**src/rtl/clk_rst_map.svh**
```systemverilog
// Register offsets, field positions, reset values and timing figures of the clock block
`ifndef CLK_RST_MAP_SVH
`define CLK_RST_MAP_SVH

// Register byte offsets
`define PWR_CTRL_OFS    4'h0
`define CLK_STAT_OFS    4'h4

// Power-management control fields
`define MULT_LSB        0
`define MULT_MSB        5
`define DIV_LSB         6
`define DIV_MSB         7
`define HALVE_SEL_BIT   8

// Status fields
`define STAT_LOCK_BIT   0
`define STAT_CORE_BIT   1
`define STAT_MULT_LSB   8
`define STAT_MULT_MSB   13

// Reset values
`define DIV_CODE_RST    2'h0
`define HALVE_SEL_RST   1'h0
`define MULT_RST        6'h00

// Multiplier derived from each strap ratio code
`define STRAP_MULT_00   6'h06
`define STRAP_MULT_01   6'h20
`define STRAP_MULT_10   6'h10
`define STRAP_MULT_11   6'h06

// Timing figures
`define CLK_MHZ         20
`define LOCK_TIME_US    100
`define RST_REF_CYCLES  4096
`define RST_CORE_TICKS  2

`endif

```
**src/rtl/clk_rst_pkg.sv**
```systemverilog
// Types shared by the core clock and reset block
package clk_rst_pkg;
	typedef enum logic [1:0] {
		RS_HELD,
		RS_REF_COUNT,
		RS_CORE_COUNT,
		RS_RUN
	} rst_state_e;
	typedef logic [5:0] mult_t;
	typedef logic [1:0] div_code_t;
endpackage

```
**src/rtl/core_pll_clock_and_reset.sv**
```systemverilog
// Core clock synthesis, peripheral clock and core reset release
// How it works
// During reset the multiplier is loaded from the two clock ratio straps.
// Post divider is 1, 2, 4 or 8 from a control field; 1 in reset.
// Oscillator runs 2*M*f_in; core clock is that over 2*D.
// PLL input is the reference clock, or half of it when divide select is 1.
// Software keeps reference times multiplier within the 800 MHz oscillator limit.
// Peripheral clock period is exactly two core clock periods.
// Core reset released 4096 reference cycles plus two core cycles after pin release.
// After power-up the reset pin is held low at least four reference cycles.
// Board holds strap settings stable 20 us before reset release.
// Reference clock is stable at least 10 us before reset release.
// PLL locks within 100 us while reset is held.
// Software changes keep the core clock period within its 10 ns maximum.
// Core and peripheral clocks stay off until the PLL locks again.
`include "clk_rst_map.svh"

module core_pll_clock_and_reset
	import clk_rst_pkg::*;
#(
	parameter int REF_RESET_CYCLES = `RST_REF_CYCLES,
	parameter int LOCK_CYCLES      = `LOCK_TIME_US * `CLK_MHZ,
	parameter int CREDIT_W         = 12
) (
	input  wire logic        CORE_CLK_IN,
	input  wire logic        RST_IN,
	input  wire logic        REFERENCE_CLOCK_INPUT_IN,
	input  wire logic        RESET_PIN_N_IN,
	input  wire logic [1:0]  CLOCK_RATIO_STRAPS_IN,
	input  wire logic [3:0]  ADDR_IN,
	input  wire logic [31:0] WDATA_IN,
	input  wire logic        WE_IN,
	input  wire logic        RE_IN,
	output logic      [31:0] RDATA_OUT,
	output logic             CORE_CLK_EN_OUT,
	output logic             PERIPH_CLK_EN_OUT,
	output logic             CORE_RESET_N_OUT,
	output logic             PLL_LOCKED_OUT
);

	localparam int RC_W = $clog2(REF_RESET_CYCLES + 2);
	localparam int LC_W = $clog2(LOCK_CYCLES + 1);

	logic [3:0]          pin_vec;
	logic [3:0]          sync1_q;
	logic [3:0]          sync2_q;
	logic                ref_d3_q;
	logic                ref_rise;
	logic                half_q;
	logic                pll_in_tick;
	logic                pin_low;
	mult_t               strap_mult;
	mult_t               mult_q;
	div_code_t           div_code_q;
	logic                halve_sel_q;
	logic                cfg_wr;
	logic                cfg_chg;
	logic                relock;
	logic [LC_W-1:0]     lock_cnt_q;
	logic                locked_q;
	logic [CREDIT_W-1:0] div_val;
	logic [CREDIT_W-1:0] credit_q;
	logic [CREDIT_W:0]   credit_sum;
	logic                tick;
	logic                core_tick_q;
	logic                periph_ph_q;
	logic                periph_tick_q;
	rst_state_e          rst_state_q;
	logic [RC_W-1:0]     ref_cnt_q;
	logic [1:0]          core_cnt_q;
	logic                core_rst_n_q;
	logic [31:0]         rdata_q;

	// Two-stage synchroniser for every pin input, one lane per pin
	assign pin_vec = {CLOCK_RATIO_STRAPS_IN, RESET_PIN_N_IN, REFERENCE_CLOCK_INPUT_IN};
	genvar gi;
	generate
		for (gi = 0; gi < 4; gi++) begin : g_sync
			always_ff @(posedge CORE_CLK_IN) begin
				if (RST_IN) begin
					sync1_q[gi] <= 1'b0;
					sync2_q[gi] <= 1'b0;
				end else begin
					sync1_q[gi] <= pin_vec[gi];
					sync2_q[gi] <= sync1_q[gi];
				end
			end
		end
	endgenerate

	// Reference edge detect on the synchronised level
	always_ff @(posedge CORE_CLK_IN) begin
		if (RST_IN) begin
			ref_d3_q <= 1'b0;
		end else begin
			ref_d3_q <= sync2_q[0];
		end
	end
	assign ref_rise = sync2_q[0] & ~ref_d3_q;
	assign pin_low  = ~sync2_q[1];

	// Optional halving of the reference into the PLL
	always_ff @(posedge CORE_CLK_IN) begin
		if (RST_IN) begin
			half_q <= 1'b0;
		end else if (ref_rise) begin
			half_q <= ~half_q;
		end
	end
	assign pll_in_tick = ref_rise & (~halve_sel_q | half_q);

	// Strap ratio decode
	always_comb begin
		unique case (sync2_q[3:2])
			2'h0: strap_mult = `STRAP_MULT_00;
			2'h1: strap_mult = `STRAP_MULT_01;
			2'h2: strap_mult = `STRAP_MULT_10;
			2'h3: strap_mult = `STRAP_MULT_11;
		endcase
	end

	// Power-management control register
	assign cfg_wr  = WE_IN & (ADDR_IN == `PWR_CTRL_OFS) & ~pin_low;
	assign cfg_chg = cfg_wr & ((WDATA_IN[`MULT_MSB:`MULT_LSB] != mult_q) |
	                           (WDATA_IN[`DIV_MSB:`DIV_LSB] != div_code_q) |
	                           (WDATA_IN[`HALVE_SEL_BIT] != halve_sel_q));
	always_ff @(posedge CORE_CLK_IN) begin
		if (RST_IN) begin
			mult_q      <= `MULT_RST;
			div_code_q  <= `DIV_CODE_RST;
			halve_sel_q <= `HALVE_SEL_RST;
		end else if (pin_low) begin
			mult_q      <= strap_mult;
			div_code_q  <= `DIV_CODE_RST;
			halve_sel_q <= `HALVE_SEL_RST;
		end else if (cfg_wr) begin
			mult_q      <= WDATA_IN[`MULT_MSB:`MULT_LSB];
			div_code_q  <= WDATA_IN[`DIV_MSB:`DIV_LSB];
			halve_sel_q <= WDATA_IN[`HALVE_SEL_BIT];
		end
	end

	// Lock timer, restarted by a write that changes a control field or by a strap multiplier change while the pin is low
	assign relock = cfg_chg | (pin_low & (strap_mult != mult_q));
	always_ff @(posedge CORE_CLK_IN) begin
		if (RST_IN || relock) begin
			lock_cnt_q <= '0;
			locked_q   <= 1'b0;
		end else if (!locked_q) begin
			lock_cnt_q <= lock_cnt_q + 1'b1;
			locked_q   <= (lock_cnt_q == LC_W'(LOCK_CYCLES - 1));
		end
	end

	// Rate synthesis: credit M per PLL input edge, spend D per core tick
	assign div_val    = CREDIT_W'(1) << div_code_q;
	assign tick       = locked_q & (credit_q >= div_val);
	assign credit_sum = {1'b0, credit_q} + (pll_in_tick ? (CREDIT_W+1)'(mult_q) : '0)
	                    - (tick ? {1'b0, div_val} : '0);
	always_ff @(posedge CORE_CLK_IN) begin
		if (RST_IN || !locked_q) begin
			credit_q <= '0;
		end else if (credit_sum[CREDIT_W]) begin
			credit_q <= '1; // Saturate rather than wrap
		end else begin
			credit_q <= credit_sum[CREDIT_W-1:0];
		end
	end

	// Core tick and peripheral tick at half the core rate
	always_ff @(posedge CORE_CLK_IN) begin
		if (RST_IN) begin
			core_tick_q   <= 1'b0;
			periph_ph_q   <= 1'b0;
			periph_tick_q <= 1'b0;
		end else begin
			core_tick_q   <= tick;
			periph_tick_q <= tick & periph_ph_q;
			if (!locked_q) begin
				periph_ph_q <= 1'b0;
			end else if (tick) begin
				periph_ph_q <= ~periph_ph_q;
			end
		end
	end

	// Core reset release sequencer
	always_ff @(posedge CORE_CLK_IN) begin
		if (RST_IN || pin_low) begin
			rst_state_q  <= RS_HELD;
			ref_cnt_q    <= '0;
			core_cnt_q   <= '0;
			core_rst_n_q <= 1'b0;
		end else begin
			unique case (rst_state_q)
				RS_HELD: begin
					rst_state_q <= RS_REF_COUNT;
				end
				RS_REF_COUNT: begin
					if (ref_rise) begin
						ref_cnt_q <= ref_cnt_q + 1'b1;
						if (ref_cnt_q == RC_W'(REF_RESET_CYCLES - 1)) begin
							rst_state_q <= RS_CORE_COUNT;
						end
					end
				end
				RS_CORE_COUNT: begin
					if (tick) begin
						core_cnt_q <= core_cnt_q + 1'b1;
						if (core_cnt_q == 2'(`RST_CORE_TICKS - 1)) begin
							rst_state_q  <= RS_RUN;
							core_rst_n_q <= 1'b1;
						end
					end
				end
				RS_RUN: begin
					core_rst_n_q <= 1'b1;
				end
			endcase
		end
	end

	// Register read port, data in the cycle after the strobe
	always_ff @(posedge CORE_CLK_IN) begin
		if (RST_IN) begin
			rdata_q <= '0;
		end else begin
			rdata_q <= '0;
			if (RE_IN) begin
				unique case (ADDR_IN)
					`PWR_CTRL_OFS: begin
						rdata_q[`MULT_MSB:`MULT_LSB] <= mult_q;
						rdata_q[`DIV_MSB:`DIV_LSB]   <= div_code_q;
						rdata_q[`HALVE_SEL_BIT]      <= halve_sel_q;
					end
					`CLK_STAT_OFS: begin
						rdata_q[`STAT_LOCK_BIT]                <= locked_q;
						rdata_q[`STAT_CORE_BIT]                <= core_rst_n_q;
						rdata_q[`STAT_MULT_MSB:`STAT_MULT_LSB] <= mult_q;
					end
					default: begin
						rdata_q <= '0;
					end
				endcase
			end
		end
	end

	// Output drive
	assign RDATA_OUT         = rdata_q;
	assign CORE_CLK_EN_OUT   = core_tick_q;
	assign PERIPH_CLK_EN_OUT = periph_tick_q;
	assign CORE_RESET_N_OUT  = core_rst_n_q;
	assign PLL_LOCKED_OUT    = locked_q;

	// Helper counters watched by the checks
	logic [LC_W:0] unlock_run_q;
	logic [RC_W:0] ref_seen_q;
	always_ff @(posedge CORE_CLK_IN) begin
		if (RST_IN || relock || locked_q) begin
			unlock_run_q <= '0;
		end else begin
			unlock_run_q <= unlock_run_q + 1'b1;
		end
		if (RST_IN || pin_low) begin
			ref_seen_q <= '0;
		end else if (ref_rise && !core_rst_n_q) begin
			ref_seen_q <= ref_seen_q + 1'b1;
		end
	end
endmodule

```
**config.mk**
```make
export PLATFORM = sky130hd
export DESIGN_NAME = core_pll_clock_and_reset
export DESIGN_NICKNAME = d
export VERILOG_FILES = /design/src/rtl/clk_rst_pkg.sv /design/src/rtl/core_pll_clock_and_reset.sv
export VERILOG_INCLUDE_DIRS = /design/src /design/src/rtl
export SDC_FILE = /design/constraint.sdc
export NUM_CORES = 1
export LEC_CHECK = 0
export ABC_AREA = 1
export BUFFER_PORTS_ARGS = -buffer_cell sky130_fd_sc_hd__buf_2
export CAP_MARGIN = 10
export CELL_PAD_IN_SITES_DETAIL_PLACEMENT = 1
export CELL_PAD_IN_SITES_GLOBAL_PLACEMENT = 1
export CORE_MARGIN = 3
export CORE_UTILIZATION = 42
export DETAILED_ROUTE_END_ITERATION = 7
export PLACE_DENSITY_LB_ADDON = 0.1
export SKIP_CTS_REPAIR_TIMING = 1
export SYNTH_ARGS = -nofsm -noshare
export SYNTH_HDL_FRONTEND = slang
export SYNTH_SLANG_ARGS = --single-unit
```
**constraint.sdc**
```tcl
create_clock -name CORE_CLK_IN -period 5.5 [get_ports CORE_CLK_IN]
set_clock_uncertainty 0.1 [all_clocks]
set_input_delay 1.1 -clock CORE_CLK_IN [delete_from_list [all_inputs] [get_ports CORE_CLK_IN]]
set_output_delay 1.1 -clock CORE_CLK_IN [all_outputs]
set_load 0.01 [all_outputs]
```
-- After elaboration in Yosys (flattened, before gate mapping)
Cells that the tools add are included.
- register bits: 96
- latch bits: 0
- memory bits (writable): 0
- ROM bits: 0
- bits of input ports: 44
- logic and storage cells: 110
- memories: 0
- $add $sub $neg: 5
- multiply operators: 0
- div/mod/pow operators: 0
- magnitude comparators: 1
- equal/unequal tests: 19
- shift operators: 1
- multiplexer cells: 17
- bitwise logic cells: 21
- reductions and logical operators: 19
- operators by type and width (cell ; number):
    12-bit two-way mux ; 2
    6-bit two-way mux ; 3
    6-bit one-hot mux with 3 select lines ; 1
    12-bit by 6-bit adder with 13-bit output ; 1
    13-bit by 1-bit adder with 13-bit output, second input constant ; 1
    13-bit by 12-bit == test with 1-bit output, second input constant ; 1
    13-bit by 12-bit subtractor with 13-bit output ; 1
    12-bit greater-or-equal comparator ; 1
    6-bit != test ; 2
    1-bit by 2-bit left shift with 12-bit output, first input constant ; 1
    11-bit by 1-bit adder with 11-bit output, second input constant ; 1
    11-bit == test, second input constant ; 1
    1-bit inverter ; 9
    1-bit bitwise AND ; 8
    2-bit == test, second input constant ; 4
    2-bit two-way mux ; 4
    2-bit != test, second input constant ; 4
    2-bit OR reduction ; 4
    2-bit by 1-bit == test with 1-bit output, second input constant ; 3
    2-bit one-hot mux with 3 select lines ; 1
    3-bit OR reduction ; 2
    5-bit AND reduction ; 1
    4-bit by 3-bit == test with 1-bit output, second input constant ; 1
    2-bit zero test ; 2
    15 further kinds ; 24

-- Logic depth before layout (Yosys ltp)
Gate-level depths: netlist (run 1).
- depth in word-level cells: 7
- depth in mapped cells: 28

-- Worst setup path after synthesis (run 1)
No wires, ideal clock.
- path kind: flip-flop to flip-flop
- start point: register div_code_q[1]
- end point: register credit_q[8]
- library setup time: 0.109 ns
- data arrival time: 3.200 ns
- setup slack: 2.091 ns
- cell stages (with the launch flop): 26
- buffers on the path: 2
- period minus slack after synthesis: 3.409 ns
- cell sequence: dfxtp_1 buf_2 inv_1 nand2_1 ha_1 nand2_1 nand2_1 nand2_1 nand2_1 nand2_1 nand3_2 nand2_1 nor2_1 fa_1 fa_1 o21ai_2 nand2_2 nand2_2 nand2_2 nand2_1 nand2_1 nand2_2 buf_6 nand2_2 nand2_1 inv_1
- cells in the longest elaborated chain, start to end: 6
- RTL lines (what ; RTL line ; text):
    from (decl) ; core_pll_clock_and_reset.sv:54 ; div_code_t div_code_q;
    from (signal assigned) ; core_pll_clock_and_reset.sv:130 ; div_code_q <= `DIV_CODE_RST;
    from (signal assigned) ; core_pll_clock_and_reset.sv:134 ; div_code_q <= `DIV_CODE_RST;
    from (signal assigned) ; core_pll_clock_and_reset.sv:138 ; div_code_q <= WDATA_IN[`DIV_MSB:`DIV_LSB];
    1-bit by 2-bit left shift with 12-bit output (*) ; core_pll_clock_and_reset.sv:156 ; assign div_val = CREDIT_W'(1) << div_code_q;
    12-bit greater-or-equal comparator ; core_pll_clock_and_reset.sv:157 ; assign tick = locked_q & (credit_q >= div_val);
    1-bit bitwise AND ; core_pll_clock_and_reset.sv:157 ;
    12-bit two-way mux (*) ; core_pll_clock_and_reset.sv:159 ; - (tick ? {1'b0, div_val} : '0);
    13-bit by 12-bit subtractor with 13-bit output (*) ; core_pll_clock_and_reset.sv:159 ;
    12-bit two-way mux (*) ; core_pll_clock_and_reset.sv:163 ; end else if (credit_sum[CREDIT_W]) begin
    to (signal assigned) ; core_pll_clock_and_reset.sv:166 ; credit_q <= credit_sum[CREDIT_W-1:0];
    to (decl) ; core_pll_clock_and_reset.sv:62 ; logic [CREDIT_W-1:0] credit_q;
Mark *: on every way between the ends. The rest lies on a longest branch, timed or not.
A chain may end at the register's enable or synchronous reset.

-- Worst setup path after layout (run 1)
- start point: register div_code_q[1]
- end point: register credit_q[0]
The elaborated chain is that of the path after synthesis.

==> results of run 1 <==
[sequential cells by signal, summed over array words and instances (netlist names)]
name	cells
half_q	1
PERIPH_CLK_EN_OUT	1
sync2_q	4
credit_q	12
rst_state_q	2
ref_d3_q	1
sync1_q	4
div_code_q	2
lock_cnt_q	11
halve_sel_q	1
CORE_CLK_EN_OUT	1
periph_ph_q	1
RDATA_OUT	14
core_cnt_q	2
mult_q	6
ref_cnt_q	13
CORE_RESET_N_OUT	1
PLL_LOCKED_OUT	1
[layer usage]
| layer | vias to the layer above | GRT usage (%) | share of wire, % |
|---|---|---|---|
| met2 | 46 | 32.73 | 48 |
| li1 | 1860 | - | - |
| met1 | 1663 | 22.53 | 47 |
| met4 | 0 | 7.033 | 1.6 |
| met3 | 13 | 3.463 | 3.2 |
| met5 | - | 0 | 0 |
[critical path: stages (launching register included)]
cell      delay (ns)
dfxtp_1         0.48
nand2_1         0.11
ha_1            0.31
nand2_1         0.09
nor2_1          0.11
nand3b_1        0.09
nand3_2         0.13
nand2_1         0.16
nor3_1          0.29
ha_1            0.30
inv_1           0.07
ha_1            0.16
inv_1           0.05
fa_1            0.41
o21ai_2         0.26
nand2_2         0.07
nand2_2         0.10
nand2_2         0.07
nand2_1         0.07
nand2_1         0.06
nand2_2         0.31
nand2_1         0.11
nand2_1         0.08
inv_1           0.04
[per-stage QoR]
step	hold slack, ns	cell area, sq um
final	0.3054	4842
after global routing	0.3268	4842
after CTS	0.3129	4842
after detailed placement	0.2996	4627
after floorplan	0.2883	4448
after global placement	0.2906	4627
[power by group through the flow]
stage	registers (uW)	logic [uW]	clock network, uW
floorplan	588	73.6	0
global placement	589	83.1	0
detailed placement	589	86.6	0
CTS	576	87.2	482
global route	577	98.2	510
finish	575	85.8	466
[cell families (layout without fill, tap and decap cells)]
logic type | after synthesis | after routing | share of synthesized area, %
buffers and inverters | 138 | 167 | 13.90
other | 1 | 18 | 0.08553
AND/OR/NAND/NOR | 244 | 244 | 25.11
AO/OA/AOI/OAI | 64 | 64 | 8.333
adder cells (fa/ha/maj) | 38 | 38 | 11.53
flip-flops | 78 | 78 | 35.62
multiplexers | 1 | 1 | 0.2283
XOR/XNOR | 26 | 26 | 5.194
[cell type report]
type | instances | share of cell area, %
clock buffer | 11 | 3.127
clock inverter | 5 | 1.318
inverter | 111 | 8.605
multi-input combinational | 391 | 47.03
sequential | 78 | 32.25
tap | 133 | 3.437
timing repair buffer | 40 | 4.238
[synthesized netlist by cell type (10+ instances only)]
library cell / number
nor2_2: 12
nand3_1: 17
ha_1: 34
nand2_2: 15
nor3_1: 11
xor2_1: 23
o21ai_0: 10
inv_1: 99
a21oi_1: 32
buf_4: 19
nand2_1: 108
inv_2: 11
dfxtp_1: 78
nor2_1: 64
[path summary, 6_finish.rpt]
path	start	end	cells after the start
worst min register to register	sync1_q[1]$_SDFF_PP0_	sync2_q[1]$_SDFF_PP0_	2
worst min-delay path	sync1_q[1]$_SDFF_PP0_	sync2_q[1]$_SDFF_PP0_	2
worst max register to register	div_code_q[1]$_SDFFE_PP0P_	credit_q[0]$_SDFF_PP0_	23
worst max-delay path	div_code_q[1]$_SDFFE_PP0P_	credit_q[0]$_SDFF_PP0_	23
==> summary.md, run 1 <==
| Metric | Value |
|---|---|
| DIE HEIGHT | `between 100 and 150 um` |
| Port Buf Inserts | `38` |
| Comb power frac | `7.6%` |
| Antenna violations before repair | `0` |
| Multi-input logic area | `between 0.002 and 0.0025 sq mm` |
| Boundary Pins | `80` |
| Cell count after synthesis | `590` |
| Initial core utilization | `44.04%` |
| Sequential cell area fraction in the yosys report | `a little over a third` |
| CP arrival | `around 4.3 ns` |
| Relative slew slack | `49.54%` |
| CTS root buf | `clkbuf_8` |
| Inst Count DP | `753` |
| Critical path peak fanout | `12` |
| Seq pwr share | `around half` |
| FFs w/ async S/R, synth | `0%` |
| Post-synth EDFFs | `0` |
| Final Util | `48.64%` |
| Total die area | `0.01170 sq mm` |
| Nets | `713` |
| Critical Path Source Type | `flop` |
| Clk network pwr share | `approximately 41%` |
| Yosys warnings | `0` |
| Share of the synthesized area in the top cell type | `between 30% and 40%` |
| Area contributors post-synth | `dfxtp_1 (36%), ha_1 (9.7%), nand2_1 (9.2%)` |
| Register area | `around 0.0016 sq mm` |
| Mapped cell area | `between 0.004 and 0.005 sq mm` |
| Filler instances | `1309` |
| Via density | `4.658` |
| Clk_lat worst skew | `0.36 ns` |
| First-pass GRT wire length | `roughly 17000 um` |
| Core Footprint | `0.009955 sq mm` |
| Syn-to-layout area delta | `10.45%` |
| Tcrit/Tclk final | `75.47%` |
| Final Hold Vio Count | `0` |
| Crit. End Element | `flop` |
| MaxCap Viol Count | `0` |
| Wire length per cell | `12.81 um` |
| Psw | `about 290 uW` |
| Finish-stage setup viols | `0` |
| Detailed Route Iter0 Violations | `75` |
| Slew Viols, Final | `0` |
| Seq cells post-synth | `78` |
| Power consumption | `1128 uW` |
| PD cells | `between 200 and 250 mW/mm^2` |
| Worst VDD drop | `~0.14 mV` |
| Antenna Nets Post-Route | `0` |
| Total global routing overflow | `0` |
| Dpl ws | `between 1 and 1.5 ns` |
| Area leader, netlist | `dfxtp_1` |
| Final WL | `9852 um` |
| HP Class | `flop to flop` |
| Diode count | `0` |
| Required @ worst endpoint | `5.66 ns` |
| Clock transition at path regs | `0.09 ns` |
| R2r setup slk | `between 1 and 1.5 ns` |
| Die Width | `108.2 um` |
| Power Internal | `837.6 uW` |
| Unique masters post-synth | `41` |
| Synthesized area per cell | `~7.4 sq um` |
| Number of global-route vias before repair | `3796` |
| CTS Buffer Depth | `2` |
| Share of cells above drive strength 1 | `16.98%` |
| Drt pass-1 iters | `4` |
| Switching part of the total power | `25.73%` |
| Cell Count, Final, Fillers Out | `769` |
| Most frequent cells in the layout | `nand2_1 (108), inv_1 (99), dfxtp_1 (78)` |
| CTS tree | `yes` |
| Status | `complete, no violations` |
| Leak | `roughly 0.0023 uW` |
| GPL Wtd Cong | `just under 0.8` |
| Most common cell after layout, fill and taps aside | `nand2_1` |
| Max frequency | `240.9 MHz` |
| RSZ-0062 raised after global routing | `no` |
| Pin count of the biggest net entering global routing | `20` |
| DRC violations left | `0` |
| Clock sink count | `78` |
| Placed wire-length estimate | `7735 um` |
| FP Rows | `36` |
| Worst slew pin tran | `approximately 0.75 ns` |
| DR vias | `roughly 3600` |
| Total GRT Usage | `around a fifth` |
| Worst setup margin | `1.349 ns` |
| Top_reg_cell synth | `dfxtp_1` |
| Critical path class | `flop to flop` |
| Minimum clock period | `between 4 and 5 ns` |
| CTS H-tree depth | `3` |
| Fin Setup TNS | `0 ns` |
| Total CTS buffers | `9` |
Power figures use the tool's default switching activity.
==> run 2, diff against run 1 <==
- ABC_AREA: 1 -> 0
- CORE_UTILIZATION: 42 -> 38
- clock period: 5.5 -> 3.4 ns (I/O delays scaled with it)
==> run 2 against run 1 <==
Effect of this change: synthesized cell count fell by 22%; the flow now finishes with violations (setup timing); largest power group unchanged; highest routed layer unchanged; setup slack got worse by 1.8 ns; synthesized area fell by 5.2%.
==> summary.md, run 2 <==
| Metric | Value |
|---|---|
| CTS H-tree depth | `3 (unchanged)` |
| Psw | `469.2 uW (+62%)` |
| First-pass GRT wire length | `16560 um (-4.2%)` |
| DIE HEIGHT | `110.6 um (+2.2%)` |
| Share of the synthesized area in the top cell type | `37.57% (+2.0 points)` |
| Critical path peak fanout | `6 (-6)` |
| Worst slew pin tran | `0.5756 ns (-0.1785 ns)` |
| Boundary Pins | `80 (unchanged)` |
| Minimum clock period | `3.848 ns (-0.3031 ns)` |
| Final Hold Vio Count | `0 (unchanged)` |
| Mapped cell area | `0.004156 sq mm (-5.2%)` |
| Relative slew slack | `61.30% (+12 points)` |
| DRC violations left | `0 (unchanged)` |
| Max reg flops | `14 (unchanged)` |
| Clock sink count | `78 (unchanged)` |
| Total GRT Usage | `16.58% (-2.0 points)` |
| Area contributors post-synth | `dfxtp_1 (38%), ha_1 (10%), xor2_1 (4.8%)` |
| Max frequency | `259.9 MHz (+7.9%)` |
| Top_reg_cell synth | `dfxtp_1` |
| Clock transition at path regs | `0.09 ns (about the same)` |
| Total global routing overflow | `0 (unchanged)` |
| Pin count of the biggest net entering global routing | `23 (+15%)` |
| Required @ worst endpoint | `3.56 ns (-2.10 ns)` |
| CTS Buffer Depth | `2 (unchanged)` |
| Syn-to-layout area delta | `26.55%` |
| Sequential cell area fraction in the yosys report | `37.57% (+2.0 points)` |
| Placed inst area | `0.004823 sq mm (+4.2%)` |
| Drt pass-1 iters | `4 (unchanged)` |
| Yosys warnings | `0 (unchanged)` |
| Most common cell after layout, fill and taps aside | `dfxtp_1` |
| Status | `complete, but fails checks` |
| Number of global-route vias before repair | `3511 (-7.5%)` |
| Cell count after synthesis | `463 (-22%)` |
| Antenna violations before repair | `0 (unchanged)` |
| Final instance area | `0.005260 sq mm (+8.6%)` |
| Wire length per cell | `14.50 um (+13%)` |
| Clk network pwr share | `42.5% (+1.1 points)` |
| Synthesized area per cell | `8.977 sq um (+21%)` |
| Nets | `635 (-11%)` |
| MaxCap Viol Count | `0 (unchanged)` |
| Finish-stage setup viols | `12 (+12)` |
| CTS root buf | `clkbuf_8` |
| Seq cells post-synth | `78 (unchanged)` |
| Cell count of the worst reg-to-reg path | `17 (-26%)` |
| Diode count | `0 (unchanged)` |
| Hold Path Sink | `sync2_q[3]$_SDFF_PP0_` |
| Initial core utilization | `39.73% (-4.3 points)` |
| FP Rows | `37 (+2.8%)` |
| GPL Wtd Cong | `0.7683 (-2.7%)` |
| Final WL | `10060 um (+2.1%)` |
| Detailed Route Iter0 Violations | `98 (+31%)` |
| Unique masters post-synth | `52 (+27%)` |
| Post-synth top cells | `dfxtp_1 (78), nor2_1 (46), inv_1 (37)` |
| RSZ-0062 raised after global routing | `yes` |
| Critical Path Source Type | `flop` |
| Antenna Nets Post-Route | `0 (unchanged)` |
| Min-delay src | `sync1_q[3]$_SDFF_PP0_` |
| Clk_lat worst skew | `0.37 ns (about the same)` |
| FFs w/ async S/R, synth | `0% (unchanged)` |
| Cell depth of the worst hold path | `1 (-1)` |
| Via density | `4.882 (+4.8%)` |
| R2r endpoint | `credit_q[9]$_SDFF_PP0_` |
| Worst setup margin | `-0.4476 ns (-1.797 ns)` |
| Placed wire-length estimate | `7508 um (-2.9%)` |
| R2r setup slk | `-0.45 ns (-1.80 ns)` |
| Power Internal | `1441 uW (+72%)` |
| HP Class | `flop to flop` |
| Seq pwr share | `48.6% (-2.4 points)` |
| Post-synth EDFFs | `0 (unchanged)` |
| Crit. End Element | `flop` |
| CP arrival | `4.01 ns (-0.30 ns)` |
| Worst VDD drop | `0.2940 mV (+120%)` |
| Failing checks | `setup timing` |
| Most frequent cells in the layout | `dfxtp_1 (76), buf_4 (52), nor2_1 (41)` |
| CTS tree | `yes` |
| Most numerous cell in the Yosys netlist | `dfxtp_1` |
| Port Buf Inserts | `38 (unchanged)` |
| Leak | `0.002291 uW (-0.13%)` |
| Slew Viols, Final | `0 (unchanged)` |
| Switching part of the total power | `24.57% (-1.2 points)` |
| Reg2reg start | `div_code_q[1]$_SDFFE_PP0P_` |
| Share of cells above drive strength 1 | `27.24% (+10 points)` |
| Tcrit/Tclk final | `113.2% (+38 points)` |
| Critical path class | `flop to flop` |
| Total CTS buffers | `9 (unchanged)` |
| Comb power frac | `8.9% (+1.3 points)` |
| Die Width | `110.6 um (+2.2%)` |
| DR vias | `3388 (-5.4%)` |
| Core Footprint | `0.01046 sq mm (+5.1%)` |
| Area leader, netlist | `dfxtp_1` |
| Total die area | `0.01223 sq mm (+4.5%)` |
| Power consumption | `1910 uW (+69%)` |
| PD cells | `363.1 mW/mm^2 (+56%)` |
run 2: changes by cell type after synthesis, moves of 12 or more:
| cell | previous run | this run |
|---|---|---|
| inv_1 | 99 | 37 |
| and3_1 | 0 | 13 |
| nand2_2 | 15 | 0 |
| nor2_1 | 64 | 46 |
| mux2i_1 | 1 | 13 |
| xnor2_1 | 3 | 20 |
| nor2b_1 | 0 | 14 |
| nand2_1 | 108 | 26 |
run 2: worst max-delay path by stage:
stage	startpoint	endpoint	slack [ns]	cells past startpoint
after floorplan	div_code_q[1]$_SDFFE_PP0P_	credit_q[9]$_SDFF_PP0_	-0.23	17
after global routing	div_code_q[1]$_SDFFE_PP0P_	credit_q[9]$_SDFF_PP0_	-0.62	17
after CTS	div_code_q[1]$_SDFFE_PP0P_	credit_q[7]$_SDFF_PP0_	-0.75	16
after global placement	div_code_q[0]$_SDFFE_PP0P_	credit_q[9]$_SDFF_PP0_	-0.58	16
final	div_code_q[1]$_SDFFE_PP0P_	credit_q[9]$_SDFF_PP0_	-0.45	17
after detailed placement	div_code_q[1]$_SDFFE_PP0P_	credit_q[7]$_SDFF_PP0_	-0.73	16
run 2: critical path: stages, from the launching register on:
cell and delay (ns):
dfxtp_4 0.39, nor2_4 0.13, ha_4 0.20, nand2b_4 0.14
a211oi_4 0.24, o211ai_1 0.17, nand2_2 0.18, buf_4 0.15
nor2_4 0.04, fa_1 0.52, inv_2 0.05, ha_4 0.25
o21a_1 0.14, a2111oi_4 0.40, nor2_2 0.11, a311oi_2 0.29
xnor2_1 0.16, a21oi_2 0.07
run 2: cells by family (layout without fill, tap and decap cells):
group	after synthesis	count (layout)	share of synthesized area (%)
other	1	18	0.09022
flip-flops	78	78	37.57
AND/OR/NAND/NOR	156	156	19.08
XOR/XNOR	43	43	9.061
adder cells (fa/ha/maj)	38	38	12.16
AO/OA/AOI/OAI	66	66	10.87
multiplexers	14	14	3.401
buffers and inverters	67	145	7.766
run 2: final cells by class:
| cell class | instances | area, sq um |
|---|---|---|
| Fill cell | 1256 | 5202 |
| Multi-Input combinational cell | 335 | 2549 |
| Sequential cell | 78 | 1569 |
| Timing Repair Buffer | 92 | 603.1 |
| Tap cell | 136 | 170.2 |
| Inverter | 37 | 138.9 |
| Clock buffer | 10 | 137.6 |
| Clock inverter | 6 | 92.59 |
run 2: per-layer routing:
metal	part of all wire (%)	global-route usage, %
met5	0	0
met4	1.5	6.404
met3	3.5	4.110
met2	49	27.27
met1	46	20.88
run 2: stage by stage:
step           setup TNS, ns  hold WS (ns)  cells  utilization, %  setup WS [ns]
2_1_floorplan         -2.101        0.3138    480               -        -0.2287
3_3_place_gp          -6.435        0.3180    673           46.10        -0.5828
3_5_place_dp          -8.152        0.3334    673           46.10        -0.7328
4_1_cts               -8.573        0.3549    689           48.30        -0.7511
5_1_grt               -6.984        0.3657    694           50.28        -0.6178
6_report              -4.559        0.3485    694           50.28        -0.4476
run 2: power by group through the flow:
| stage | combinational [uW] | sequential (uW) | clock [uW] |
|---|---|---|---|
| 6_report | 170 | 929 | 811 |
| 5_1_grt | 188 | 930 | 875 |
| 4_1_cts | 159 | 930 | 841 |
| 3_5_place_dp | 158 | 952 | 0 |
| 3_3_place_gp | 155 | 951 | 0 |
| 2_1_floorplan | 115 | 952 | 0 |
==> run 3, diff against run 2 <==
--- a/config.mk
+++ b/config.mk
@@ -10,3 +10,3 @@
 export BUFFER_PORTS_ARGS = -buffer_cell sky130_fd_sc_hd__buf_2
-export CAP_MARGIN = 10
+export CAP_MARGIN = 5
 export CELL_PAD_IN_SITES_DETAIL_PLACEMENT = 1
--- a/constraint.sdc
+++ b/constraint.sdc
@@ -4,2 +4,2 @@
 set_output_delay 0.68 -clock CORE_CLK_IN [all_outputs]
-set_load 0.01 [all_outputs]
+set_load 0.05 [all_outputs]
==> run 3 against run 2 <==
Effect of this change: count of clock-buffer cells in the layout is 1 higher; fmax is 3.1% higher; largest power group unchanged; cell count is 0.29% higher; critical path depth is 2 higher; register-to-register slack better by 0.11 ns; non-clock buffer count is 2 higher; die area stayed put; the run still ends with setup timing left; critical path type unchanged; setup slack better by 0.11 ns; sequential share of layout area is 0.22 points lower; sequential cell count stayed put.
==> summary.md, run 3 (synthesis results as in run 2) <==
| Metric | Value |
|---|---|
| Worst VDD drop | `0.2666 mV (-9.3%)` |
| Boundary Pins | `80 (unchanged)` |
| Syn-to-layout area delta | `27.69%` |
| Buf+Inv Stages, Crit Path | `4 (+2)` |
| Crit. End Element | `flop` |
| GPL Wtd Cong | `0.7851 (+2.2%)` |
| Wire length per cell | `14.41 um (-0.65%)` |
| Fin Setup TNS | `-3.635 ns (+0.9240 ns)` |
| Antenna violations before repair | `0 (unchanged)` |
| First-pass GRT wire length | `16180 um (-2.3%)` |
| CTS root buf | `clkbuf_8` |
| Cells along the critical path | `buf_6 > nand2b_4 > ha_4 > a211oi_4 > o211ai_1 > nand2_2 > nor3_2 > ha_1 > inv_1 > ha_2 > inv_2 > fa_2 > nand2b_4 > a21oi_4 > o21ai_2 > mux2_4 > nor2_4 > buf_6 > a21oi_2` |
| Clk_lat worst skew | `0.36 ns (about the same)` |
| Worst setup margin | `-0.3337 ns (+0.1139 ns)` |
| Minimum clock period | `3.734 ns (-0.1139 ns)` |
| Critical path peak fanout | `6 (unchanged)` |
| Max reg flops | `14 (unchanged)` |
| Clock sink count | `78 (unchanged)` |
| Final WL | `10030 um (-0.37%)` |
| Register area | `0.001572 sq mm (+0.16%)` |
| Antenna Nets Post-Route | `0 (unchanged)` |
| Nets | `637 (+0.31%)` |
| Pin count of the biggest net entering global routing | `23 (unchanged)` |
| Cell count of the worst reg-to-reg path | `19 (+2)` |
| Share of cells above drive strength 1 | `28.93% (+1.7 points)` |
| Port Buf Inserts | `38 (unchanged)` |
| Critical path class | `flop to flop` |
| Slew Viols, Final | `0 (unchanged)` |
| Hold Path Sink | `sync2_q[3]$_SDFF_PP0_` |
| Most common cell after layout, fill and taps aside | `dfxtp_1` |
| Final instance area | `0.005308 sq mm (+0.90%)` |
| RSZ-0062 raised after global routing | `yes` |
| Number of global-route vias before repair | `3486 (-0.71%)` |
| Total global routing overflow | `0 (unchanged)` |
| Total CTS buffers | `9 (unchanged)` |
| Relative slew slack | `56.62% (-4.7 points)` |
| Placed wire-length estimate | `7398 um (-1.5%)` |
| CTS tree | `yes` |
| CP max stage cell | `dfxtp_4` |
| Multi-input logic area | `0.002570 sq mm (+0.83%)` |
| DIE HEIGHT | `110.6 um (unchanged)` |
| Detailed Route Iter0 Violations | `104 (+6.1%)` |
| Placed inst area | `0.004817 sq mm (-0.13%)` |
| Finish-stage setup viols | `12 (unchanged)` |
| Drt pass-1 iters | `4 (unchanged)` |
| Total die area | `0.01223 sq mm (unchanged)` |
| Required @ worst endpoint | `3.51 ns (-0.05 ns)` |
| MaxCap Viol Count | `0 (unchanged)` |
| CTS H-tree depth | `3 (unchanged)` |
| Max frequency | `267.8 MHz (+3.1%)` |
| Critical Path Source Type | `flop` |
| Total GRT Usage | `16.00% (-0.58 points)` |
| Critical Path Source | `div_code_q[0]$_SDFFE_PP0P_` |
| DR vias | `3388 (unchanged)` |
| Worst slew pin tran | `0.6452 ns (+0.06967 ns)` |
| Clock transition at path regs | `0.09 ns (about the same)` |
| Cell depth of the worst hold path | `1 (unchanged)` |
| FP Rows | `37 (unchanged)` |
| Filler instances | `1244 (-0.96%)` |
| Core Footprint | `0.01046 sq mm (unchanged)` |
| Leak | `0.002309 uW (+0.76%)` |
| Status | `complete, but fails checks` |
| R2r setup slk | `-0.33 ns (+0.11 ns)` |
| Dpl ws | `-0.6890 ns (+0.04385 ns)` |
| Final Hold Vio Count | `0 (unchanged)` |
| Power consumption | `1935 uW (+1.3%)` |
| Failing checks | `setup timing` |
| Diode count | `0 (unchanged)` |
| CP max stage delay | `0.41 ns (-0.11 ns)` |
| Min-delay src | `sync1_q[3]$_SDFF_PP0_` |
| HP Class | `flop to flop` |
| Most frequent cells in the layout | `dfxtp_1 (74), buf_4 (52), nor2_1 (42)` |
| PD cells | `364.6 mW/mm^2 (+0.43%)` |
| CP arrival | `3.84 ns (-0.17 ns)` |
| Reg2reg start | `div_code_q[0]$_SDFFE_PP0P_` |
| CP top delay family | `adder cells` |
| Tcrit/Tclk final | `109.8% (-3.4 points)` |
| Die Width | `110.6 um (unchanged)` |
| DRC violations left | `0 (unchanged)` |
| R2r endpoint | `credit_q[3]$_SDFF_PP0_` |
| Initial core utilization | `39.73% (unchanged)` |
| CTS Buffer Depth | `2 (unchanged)` |
| Via density | `4.868 (-0.29%)` |
[run 3: how the worst max path moves through the flow]
stage	cells past startpoint	slack (ns)	endpoint
after floorplan	17	-0.23	credit_q[9]$_SDFF_PP0_
after global placement	15	-0.48	credit_q[9]$_SDFF_PP0_
after detailed placement	15	-0.69	credit_q[9]$_SDFF_PP0_
after CTS	15	-0.70	credit_q[9]$_SDFF_PP0_
after global routing	19	-0.57	credit_q[0]$_SDFF_PP0_
final	19	-0.33	credit_q[3]$_SDFF_PP0_
[run 3: layout make-up]
| type | count | share of cell area [%] |
|---|---|---|
| Multi-Input combinational cell | 335 | 48.42 |
| Timing Repair Buffer | 94 | 11.95 |
| Clock inverter | 5 | 1.532 |
| Inverter | 37 | 2.617 |
| Sequential cell | 78 | 29.61 |
| Clock buffer | 11 | 2.664 |
| Tap cell | 136 | 3.206 |
[run 3: worst register-to-register path: stages (launching register included)]
cell and delay (ns):
dfxtp_4 0.41, buf_6 0.12, nand2b_4 0.06, ha_4 0.27, a211oi_4 0.06, o211ai_1 0.24, nand2_2 0.15, nor3_2 0.19
ha_1 0.26, inv_1 0.08, ha_2 0.19, inv_2 0.04, fa_2 0.39, nand2b_4 0.17, a21oi_4 0.14, o21ai_2 0.07
mux2_4 0.32, nor2_4 0.13, buf_6 0.15, a21oi_2 0.07
[run 3: metal layers]
metal / wire (um) / track usage, %
met2: 5027 / 27.14
met1: 4580 / 20.18
met4: 125 / 5.172
met3: 293 / 3.452
met5: 0 / 0
[run 3: stage by stage]
step	utilization, %	cells	hold slack (ns)
after floorplan	-	480	0.3138
after global placement	46.04	672	0.3181
after detailed placement	46.04	672	0.3294
after CTS	48.17	688	0.3508
after global routing	50.73	696	0.3608
final	50.73	696	0.3445
[run 3: where the power goes]
part           switching, uW  total (uW)  internal [uW]
Combinational            130         214           84.3
Sequential              6.65         928            922
Clock                    357         793            436
Total                    494        1940           1440
